`config.mk`:
```
export PLATFORM = sky130hd
export DESIGN_NAME = ibsm_core
export DESIGN_NICKNAME = d
export VERILOG_FILES = /design/src/ibsm_pkg.sv /design/src/ibsm_core.sv
export SDC_FILE = /design/constraint.sdc
export NUM_CORES = 1
export LEC_CHECK = 0
export ABC_AREA = 1
export BUFFER_PORTS_ARGS = -buffer_cell sky130_fd_sc_hd__buf_2
export CORE_MARGIN = 2
export CORE_UTILIZATION = 38
export CTS_CLUSTER_SIZE = 25
export DETAILED_ROUTE_END_ITERATION = 7
export HOLD_SLACK_MARGIN = 0.06
export PLACE_DENSITY = 0.63
export SLEW_MARGIN = 40
export SYNTH_ARGS = -nofsm -noshare
export SYNTH_HDL_FRONTEND = slang
export SYNTH_SLANG_ARGS = --single-unit
```
`constraint.sdc`:
```
create_clock -name mclk -period 2.4 [get_ports mclk]
set_input_delay 0.12 -clock mclk [delete_from_list [all_inputs] [get_ports mclk]]
set_output_delay 0.12 -clock mclk [all_outputs]
set_load 0.005 [all_outputs]
```
`src/ibsm_pkg.sv`:
```
package ibsm_pkg;

  // ***************************************************************************
  // Register map (byte addresses, one aligned word each)
  // ***************************************************************************
  localparam logic [7:0] REG_BUFFER  = 8'h00;
  localparam logic [7:0] REG_ADDRESS = 8'h04;
  localparam logic [7:0] REG_CONTROL = 8'h08;
  localparam logic [7:0] REG_STATUS  = 8'h0C;
  localparam logic [7:0] REG_PINDIR  = 8'h10;
  localparam logic [7:0] REG_IRQ_ST  = 8'h14;
  localparam logic [7:0] REG_IRQ_EN  = 8'h18;

  // ***************************************************************************
  // Field positions
  // ***************************************************************************
  localparam int CTL_OVF   = 6;
  localparam int CTL_EN    = 5;
  localparam int CTL_REL   = 4;
  localparam int ST_DATA   = 5;
  localparam int ST_STOP   = 4;
  localparam int ST_START  = 3;
  localparam int ST_RW     = 2;
  localparam int ST_FULL   = 0;
  localparam int DIR_SCL   = 1;
  localparam int DIR_SDA   = 0;
  localparam int IRQ_EVENT = 0;

  localparam logic [7:0] CTL_RESET  = 8'h00;
  localparam logic [7:0] ADDR_RESET = 8'h00;
  localparam logic [1:0] DIR_RESET  = 2'h3;

  localparam logic [3:0] MODE_SLV7     = 4'h6;
  localparam logic [3:0] MODE_FW_IDLE  = 4'hB;
  localparam logic [3:0] MODE_FW_SLV7  = 4'hE;
  localparam logic [3:0] MODE_FW_SLV10 = 4'hF;

  localparam logic [3:0] BITS_PER_BYTE = 4'h8;
  localparam logic [3:0] ACK_SLOT      = 4'h9;

  // Sampled bus levels travel together.
  typedef struct packed {
    logic scl;
    logic sda;
  } ibsm_bus_t;

  typedef enum logic [3:0] {
    ST_IDLE = 4'b0001,
    ST_ADDR = 4'b0010,
    ST_XFER = 4'b0100,
    ST_SKIP = 4'b1000
  } ibsm_state_t;

endpackage

```
`src/ibsm_core.sv`:
```
module ibsm_core
  import ibsm_pkg::*;
(
  input  wire logic        mclk,
  input  wire logic        sys_rst,
  input  wire logic        clk_en,
  input  wire logic        psel,
  input  wire logic        penable,
  input  wire logic        pwrite,
  input  wire logic [7:0]  paddr,
  input  wire logic [31:0] pwdata,
  output logic      [31:0] prdata,
  output logic             pready,
  output logic             pslverr,
  input  wire logic        scl_i,
  output logic             scl_o,
  output logic             scl_oe,
  input  wire logic        sda_i,
  output logic             sda_o,
  output logic             sda_oe,
  output logic             irq,
  output logic             wake
);

  // ***************************************************************************
  // Pin synchronisers
  // ***************************************************************************
  ibsm_bus_t meta_q, bus_q, prev_q;

  always_ff @(posedge mclk or posedge sys_rst)
    if (sys_rst)
    begin
      meta_q <= '{scl: 1'b1, sda: 1'b1};
      bus_q  <= '{scl: 1'b1, sda: 1'b1};
      prev_q <= '{scl: 1'b1, sda: 1'b1};
    end
    else if (clk_en)
    begin
      meta_q <= '{scl: scl_i, sda: sda_i};
      bus_q  <= meta_q;
      prev_q <= bus_q;
    end

  wire logic start_det = prev_q.scl && bus_q.scl && prev_q.sda && !bus_q.sda;
  wire logic stop_det  = prev_q.scl && bus_q.scl && !prev_q.sda && bus_q.sda;
  wire logic scl_rise  = !prev_q.scl && bus_q.scl;
  wire logic scl_fall  = prev_q.scl && !bus_q.scl;

  // ***************************************************************************
  // Registers
  // ***************************************************************************
  logic [7:0]  ctl_q, addr_q, buf_q, shift_q;
  logic [1:0]  dir_q;
  logic        start_q, stop_q, data_q, rw_q, full_q;
  logic        irq_st_q, irq_en_q;
  logic [3:0]  bitcnt_q;
  logic        ack_q, match_q, tx_q, nack_q;
  ibsm_state_t state_q;

  wire logic       acc     = psel && penable;
  wire logic       wr      = acc && pwrite;
  wire logic       rd      = acc && !pwrite;
  wire logic       enabled = ctl_q[CTL_EN];
  wire logic [3:0] mode    = ctl_q[3:0];
  wire logic fw_mode  = (mode == MODE_FW_IDLE) || (mode == MODE_FW_SLV7) || (mode == MODE_FW_SLV10);
  wire logic slv_on   = enabled && ((mode == MODE_SLV7) || (mode == MODE_FW_SLV7) || (mode == MODE_FW_SLV10));
  // The count starts at zero, so the ninth clock ends at index eight.
  wire logic byte_end = slv_on && scl_fall && (bitcnt_q == ACK_SLOT - 4'h1) && (state_q != ST_IDLE);
  // An address that did not match must neither load the buffer nor raise an event.
  wire logic byte_ok  = byte_end && (state_q == ST_XFER || match_q);
  wire logic addr_hit = (shift_q[7:1] == addr_q[7:1]);
  wire logic ovf_cond = full_q || ctl_q[CTL_OVF];

  wire logic evt = enabled && (start_det || stop_det || byte_ok);

  always_ff @(posedge mclk or posedge sys_rst)
    if (sys_rst)
      pready <= 1'b0;
    else if (clk_en)
      pready <= psel && !penable;

  always_ff @(posedge mclk or posedge sys_rst)
    if (sys_rst)
      pslverr <= 1'b0;
    else if (clk_en)
      pslverr <= 1'b0;

  always_ff @(posedge mclk or posedge sys_rst)
    if (sys_rst)
    begin
      ctl_q  <= CTL_RESET;
      addr_q <= ADDR_RESET;
      dir_q  <= DIR_RESET;
    end
    else if (clk_en)
    begin
      if (wr && pready && paddr == REG_CONTROL)
        ctl_q <= pwdata[7:0];
      if (byte_ok && ovf_cond && !tx_q)
        ctl_q[CTL_OVF] <= 1'b1;
      if (wr && pready && paddr == REG_ADDRESS)
        addr_q <= pwdata[7:0];
      if (wr && pready && paddr == REG_PINDIR)
        dir_q <= pwdata[1:0];
    end

  always_ff @(posedge mclk or posedge sys_rst)
    if (sys_rst)
    begin
      start_q <= 1'b0;
      stop_q  <= 1'b0;
    end
    else if (clk_en)
    begin
      if (!enabled)
      begin
        start_q <= 1'b0;
        stop_q  <= 1'b0;
      end
      else if (start_det)
      begin
        start_q <= 1'b1;
        stop_q  <= 1'b0;
      end
      else if (stop_det)
      begin
        start_q <= 1'b0;
        stop_q  <= 1'b1;
      end
    end

  always_ff @(posedge mclk)
    if (clk_en)
    begin
      if (wr && pready && paddr == REG_BUFFER)
        buf_q <= pwdata[7:0];
      else if (byte_ok && !tx_q && !full_q)
        buf_q <= shift_q;
    end

  // ***************************************************************************
  // Slave receive and transmit path
  // ***************************************************************************
  // slave keeps receiving
  always_ff @(posedge mclk or posedge sys_rst)
    if (sys_rst)
    begin
      state_q  <= ST_IDLE;
      bitcnt_q <= '0;
      shift_q  <= '0;
      ack_q    <= 1'b0;
      match_q  <= 1'b0;
      tx_q     <= 1'b0;
      rw_q     <= 1'b0;
      data_q   <= 1'b0;
      full_q   <= 1'b0;
      nack_q   <= 1'b0;
    end
    else if (clk_en)
    begin
      if (rd && pready && paddr == REG_BUFFER)
        full_q <= 1'b0;
      if (!slv_on || stop_det)
      begin
        state_q  <= ST_IDLE;
        bitcnt_q <= '0;
        ack_q    <= 1'b0;
        tx_q     <= 1'b0;
      end
      else if (start_det)
      begin
        state_q  <= ST_ADDR;
        // The clock fall that closes the start wraps the count to zero.
        bitcnt_q <= '1;
        ack_q    <= 1'b0;
        tx_q     <= 1'b0;
      end
      else
      begin
        unique case (state_q)
          ST_IDLE, ST_SKIP: ;
          ST_ADDR, ST_XFER:
          begin
            if (scl_rise && bitcnt_q < BITS_PER_BYTE)
              shift_q <= {shift_q[6:0], bus_q.sda};
            if (scl_rise && bitcnt_q == BITS_PER_BYTE && tx_q)
              nack_q <= bus_q.sda;
            if (scl_fall)
              bitcnt_q <= bitcnt_q + 4'h1;
            if (scl_fall && bitcnt_q == BITS_PER_BYTE - 4'h1)
            begin
              if (state_q == ST_ADDR)
              begin
                match_q <= addr_hit;
                ack_q   <= addr_hit && !ovf_cond;
              end
              else
                ack_q <= !tx_q && !ovf_cond;
            end
            if (byte_end)
            begin
              bitcnt_q <= '0;
              ack_q    <= 1'b0;
              if (state_q == ST_ADDR && !match_q)
                state_q <= ST_SKIP;
              else if (tx_q && nack_q)
                state_q <= ST_SKIP;
              else
              begin
                state_q <= ST_XFER;
                data_q  <= (state_q == ST_XFER);
                if (state_q == ST_ADDR)
                begin
                  rw_q <= shift_q[0];
                  tx_q <= shift_q[0];
                end
                if (!tx_q && !full_q)
                  full_q <= 1'b1;
              end
            end
          end
          default: state_q <= ST_IDLE;
        endcase
      end
    end

  // ***************************************************************************
  // Interrupt and wake
  // ***************************************************************************
  // stop event raises interrupt
  always_ff @(posedge mclk or posedge sys_rst)
    if (sys_rst)
    begin
      irq_st_q <= 1'b0;
      irq_en_q <= 1'b0;
      irq      <= 1'b0;
      wake     <= 1'b0;
    end
    else if (clk_en)
    begin
      if (evt)
        irq_st_q <= 1'b1;
      else if (wr && pready && paddr == REG_IRQ_ST && pwdata[IRQ_EVENT])
        irq_st_q <= 1'b0;
      if (wr && pready && paddr == REG_IRQ_EN)
        irq_en_q <= pwdata[IRQ_EVENT];
      irq <= irq_st_q && irq_en_q;
      wake <= byte_ok && irq_en_q;
    end

  // ***************************************************************************
  // Pin drive
  // ***************************************************************************
  wire logic stretch = slv_on && irq_st_q && !ctl_q[CTL_REL] && (state_q == ST_XFER);
  wire logic tx_bit  = tx_q && (state_q == ST_XFER) && bitcnt_q < BITS_PER_BYTE && !buf_q[3'(7 - bitcnt_q[2:0])];

  always_ff @(posedge mclk or posedge sys_rst)
    if (sys_rst)
    begin
      scl_oe <= 1'b0;
      sda_oe <= 1'b0;
      scl_o  <= 1'b0;
      sda_o  <= 1'b0;
    end
    else if (clk_en)
    begin
      scl_o <= 1'b0;
      sda_o <= 1'b0;
      scl_oe <= (enabled && fw_mode && !dir_q[DIR_SCL]) || stretch;
      sda_oe <= (enabled && fw_mode && !dir_q[DIR_SDA]) || ack_q || tx_bit;
    end

  // ***************************************************************************
  // Read mux
  // ***************************************************************************
  always_ff @(posedge mclk or posedge sys_rst)
    if (sys_rst)
      prdata <= '0;
    else if (clk_en && psel && !penable)
    begin
      prdata <= '0;
      unique case (paddr)
        REG_BUFFER:  prdata[7:0] <= buf_q;
        REG_ADDRESS: prdata[7:0] <= addr_q;
        REG_CONTROL: prdata[7:0] <= ctl_q;
        REG_STATUS:
        begin
          prdata[ST_DATA]  <= data_q;
          prdata[ST_STOP]  <= stop_q;
          prdata[ST_START] <= start_q;
          prdata[ST_RW]    <= rw_q;
          prdata[ST_FULL]  <= full_q;
        end
        REG_PINDIR:  prdata[1:0] <= dir_q;
        REG_IRQ_ST:  prdata[IRQ_EVENT] <= irq_st_q;
        REG_IRQ_EN:  prdata[IRQ_EVENT] <= irq_en_q;
        default:     prdata <= '0;
      endcase
    end
endmodule

```
### Yosys cells after proc, flatten, opt, wreduce, memory -nomap -nowiden

Index checks and enable logic that the tools add are counted.

| word-level totals | value |
|---|---|
| flip-flop bits (word level) | 72 |
| output and inout bits | 40 |
| logic and storage cells | 220 |

| operators by class | value |
|---|---|
| add/sub/neg operators | 2 |
| $lt $le $gt $ge | 2 |
| equality and inequality tests | 23 |
| muxes and demuxes | 50 |
| bitwise gates (word level) | 4 |
| reductions and logical operators | 108 |

Operators by type and width:

| kind | number |
|---|---|
| $logic_and 1x1->1 | 53 |
| $mux 4 | 10 |
| $mux 1 | 31 |
| $eq 8x5->1 const B | 3 |
| $eq 4x4->1 const B | 5 |
| $eq 8x4->1 const B | 2 |
| $mux 8 | 2 |
| $pmux 4 s4 | 1 |
| $reduce_and 2->1 | 8 |
| $logic_not 1->1 | 15 |
| $eq 4x3->1 const B | 3 |
| $logic_or 1x1->1 | 12 |
| $ne 3x3->1 const B | 4 |
| $reduce_and 6->1 | 2 |
| $reduce_and 5->1 | 2 |
| $reduce_and 3->1 | 3 |
| $reduce_bool 3->1 | 3 |
| $eq 8x3->1 const B | 1 |
| $logic_not 8->1 | 1 |
| $pmux 4 s2 | 1 |
| $reduce_and 8->1 | 1 |
| $reduce_bool 4->1 | 2 |
| $eq 7x7->1 | 1 |
| $mux 7 | 1 |
| 16 further kinds | 22 |

### Longest topological paths before layout

| depth | value |
|---|---|
| depth in word-level cells | 12 |
| depth in mapped cells | 11 |

### Worst setup path before layout

No wires, ideal clock.

| timing | value |
|---|---|
| path type | register to register |
| from | reg bitcnt_q[0] |
| to | reg buf_q[0], enable pin |
| arrival | 1.486 ns |
| data required time | 2.016 ns |
| setup slack | 0.530 ns |
| cell stages (with the launch flop) | 8 |
| buffers on the path | 0 |
| period minus slack after synthesis | 1.870 ns |
| cell sequence | dfrtp_1 inv_2 nand2_1 nor2_1 nand3_2 nor2_1 nand3_1 o21ai_0 |

| between the ends | value |
|---|---|
| word-level cells in the longest chain between the ends | 8 |

RTL lines:

| what | line | source |
|---|---|---|
| from (decl) | ibsm_core.sv:56 | `logic [3:0] bitcnt_q;` |
| from (signal assigned) | ibsm_core.sv:189 | `bitcnt_q <= bitcnt_q + 4'h1;` |
| $eq 4x4->1 | ibsm_core.sv:68 | `wire logic byte_end = slv_on && scl_fall && (bitcnt_q == ACK_SLOT - 4'h1) && (state_q != ST_IDLE);` |
| $logic_and 1x1->1 (2 in series) | ibsm_core.sv:68 |  |
| $logic_and 1x1->1 | ibsm_core.sv:70 | `wire logic byte_ok = byte_end && (state_q == ST_XFER \|\| match_q);` |
| $logic_and 1x1->1 (2 in series) | ibsm_core.sv:137 | `else if (byte_ok && !tx_q && !full_q)` |
| $reduce_bool 2->1 (no line) | n/a |  |
| $reduce_and 2->1 (no line) | n/a |  |
| to (signal assigned) | ibsm_core.sv:136 | `buf_q <= pwdata[7:0];` |
| to (signal assigned) | ibsm_core.sv:138 | `buf_q <= shift_q;` |
| to (decl) | ibsm_core.sv:52 | `logic [7:0] ctl_q, addr_q, buf_q, shift_q;` |

No other way between the ends.
A chain may end at the register's enable or synchronous reset.

### Worst setup path after layout

| timing | value |
|---|---|
| from | reg bitcnt_q[0] |
| to | reg buf_q[7], enable pin |

Same word-level chain as after synthesis.

==> run metrics <==
Max Clk Rate 0.480 GHz; gr busiest metal met2; critical path class reg2reg; clock root cell clkbuf_8; final slew viol count 0; most frequent cell after synthesis nand2_1; slew margin rel. 52.0%; TritonCTS clock tree done; P_sw 641 uW; DR WL/cell 13.6 um; post-synthesis cell type count 36; FILL cells between 1,000 and 1,500; post-synth top area share 33.2%; final setup margin between 0.3 and 0.4 ns; TritonCTS Buffers 9; synthesis-stage register bit count slightly above 70; Mean Syn Cell Area 7.41 um2; DRT Wirelength 10,300 um; antenna cells 0; gr ovfl total 0; initial antenna violation count 0; clk sink count 72; Gate power share under 10%; EDFF count, synth 8; CTS max path bufs 2; sequential element share of the synthesized area 44.8%; Reg power frac roughly half; Data arrival, critical path 2.15 ns; pre-CTS setup slack 0.366 ns; DP HPWL 7910 um; LEAKAGE 0.00234 uW; CP Cell Sequence inv_2 -> nand2_1 -> nor2_1 -> nand3_2 -> nor2_1 -> nand3_1 -> o21ai_0 -> buf_4; gpl congestion 0.893; # resized after CTS 0; max_cap viols 0; post-layout instance count excluding filler cells ~760; top_reg_cell synth dfrtp_1; htree depth 3; first-pass GRT wire length 16,600 um; worst min path class in2reg; most used cell, CP nor2_1; Layout Nets 659; setup violators final 0; Rows 38; Port Buffers 36; DR pass1 iterations 4; Worst-path clk slew 0.09 ns; Crit-path slowest cell dfrtp_1; drt first-iter violations 222; dpl cells 731; leading area contributor after synthesis dfrtp_1; largest net degree at the start of global routing 34; met3 Use GR 3.38%; measured slew at the worst slew-check pin 0.719 ns; vias in the first global route 3,252; via count of the routed design 3,640; GRT Total Usage 18.6%; Setup TNS 0 ns; crit-path max cell delay around 0.46 ns; Cell Area, Synth around 0.0041 mm2; io pins 88; Synth area leaders dfrtp_1 (33%), nand2_1 (16%), o21ai_0 (7.1%), edfxtp_1 (5.8%), dfstp_2 (5.7%); Total Die Area 0.0117 mm2; initial core utilization between 30 and 40%; crit share post-route between 80% and 90%; synth warn 0; placed inst area 0.00439 mm2; number of routed nets with antenna violations 0; final hold slack 0.0647 ns; Die X-Extent 108 um; Crit path required time 2.47 ns; RSZ-0062 raised after global routing false; final setup skew around 0.016 ns; # DRC 0; Pint 1940 uW; met2 layer usage reported by global route between 30 and 40%; P per Cell Area 549 mW/mm2; Clk pwr share 43.3%; Synth Instances around 560; async set-reset flop share out of synthesis 88.9%; Core ar. 0.0107 mm2; startpoint types flop; Max FO, Critical Path 8; Via density 4.82; Design Area, Final 0.00470 mm2; M1 GR Usage approximately a quarter; most frequent cells after synthesis nand2_1 (181), inv_1 (63), o21ai_0 (59); Skew-Pair Late Insertion Delay 0.36 ns; final hold violation count 0; outcome finished clean; share of cells above drive strength 1 14.8%; Worst IR Drop VDD 0.277 mV; fin crit period 2.08 ns; Die Ht between 100 and 150 um; kind of end point of the critical path flop; area added between synthesis and finish 13.5%; switching share of total power 24.8%
[area by class of cell]
class                      count  area (um2)  share of cell area, %
clock buffer                  10         138                   2.93
clock inverter                 6        90.1                   1.92
inverter                      68         258                   5.48
multi-input combinational    410        1880                   39.9
sequential                    72        1850                   39.4
tap                          140         175                   3.73
timing repair buffer          49         310                   6.60
[cell usage in the layout, fill, tap and decap left out, types with 4 or more instances in the layout]
| cell | count |
|---|---|
| a21oi_1 | 10 |
| buf_2 | 36 |
| buf_4 | 4 |
| clkbuf_8 | 10 |
| conb_1 | 27 |
| dfrtp_1 | 55 |
| dfstp_2 | 9 |
| dlygate4sd3_1 | 8 |
| edfxtp_1 | 8 |
| inv_1 | 62 |
| inv_2 | 4 |
| nand2_1 | 181 |
| nand3_1 | 42 |
| nand4_1 | 6 |
| nor2_1 | 47 |
| nor2_2 | 4 |
| o21ai_0 | 59 |
| o21ai_2 | 5 |
[what timing repair did]
item | CTS | global route
hold endpoints to repair | 31 | 0
setup buffers | 0 | 0
hold buffers | 8 | 0
[kinds of logic after synthesis]
logic type      Yosys count  share of synthesized area [%]
fa+ha+maj                 1                          0.302
other cells               1                         0.0906
xor+xnor                  6                           1.27
compound gates           83                           10.9
simple gates            293                           30.3
buf+inv                 103                           12.3
flops                    72                           44.8
[through the flow]
| step | power [uW] | utilization, % |
|---|---|---|
| 6_report | 2580 | 43.7 |
| 3_3_place_gp | 1470 | 40.9 |
| 3_5_place_dp | 1480 | 40.9 |
| 2_1_floorplan | 1440 | - |
| 5_1_grt | 2680 | 43.7 |
| 4_1_cts | 2600 | 43.7 |
[power groups by stage]
stage / Combinational [uW] / Sequential [uW] / Clock (uW)
after floorplan: 142 / 1300 / 0
after global placement: 172 / 1300 / 0
after detailed placement: 176 / 1300 / 0
after CTS: 187 / 1280 / 1140
after global routing: 214 / 1280 / 1180
final: 184 / 1280 / 1120
[per-layer routing]
layer / share of wire [%] / wire [um]
met5: 0 / 0
met4: 1.4 / 143
met3: 6.5 / 671
met2: 47 / 4810
met1: 45 / 4660
[worst max-delay path, delay by kind of cell, from the launching register on]
family	cells	cell delay (ns)
AO/OA/AOI/OAI	1	0.13
buffers and inverters	2	0.35
flip-flops	1	0.46
AND/OR/NAND/NOR	5	0.85
[registers in the layout, indices dropped and copies added, names as in the netlist, 2 cells and up]
register,cells
ctl_q,8
state_q,4
prdata,8
bitcnt_q,4
prev_q,2
bus_q,2
buf_q,8
meta_q,2
dir_q,2
addr_q,8
shift_q,8
[path summary, 6_finish.rpt]
path                                              start                    end  slack (ns)  depth (start not counted)
worst max-delay path            bitcnt_q[0]$_DFFE_PP0P_     buf_q[7]$_DFFE_PP_        0.32                          8
worst min-delay path                          pwdata[7]   ctl_q[7]$_DFFE_PP0P_        0.06                          3
worst max register to register  bitcnt_q[0]$_DFFE_PP0P_     buf_q[7]$_DFFE_PP_        0.32                          8
worst min register to register    meta_q[1]$_DFFE_PP1P_  meta_q[1]$_DFFE_PP1P_        0.47                          2
max in group asynchronous                       sys_rst   dir_q[0]$_DFFE_PP1P_        1.29                          4
min in group asynchronous                       sys_rst   irq_en_q$_DFFE_PP0P_        0.43                          3
Note: power is estimated with default switching activity, not from simulation.
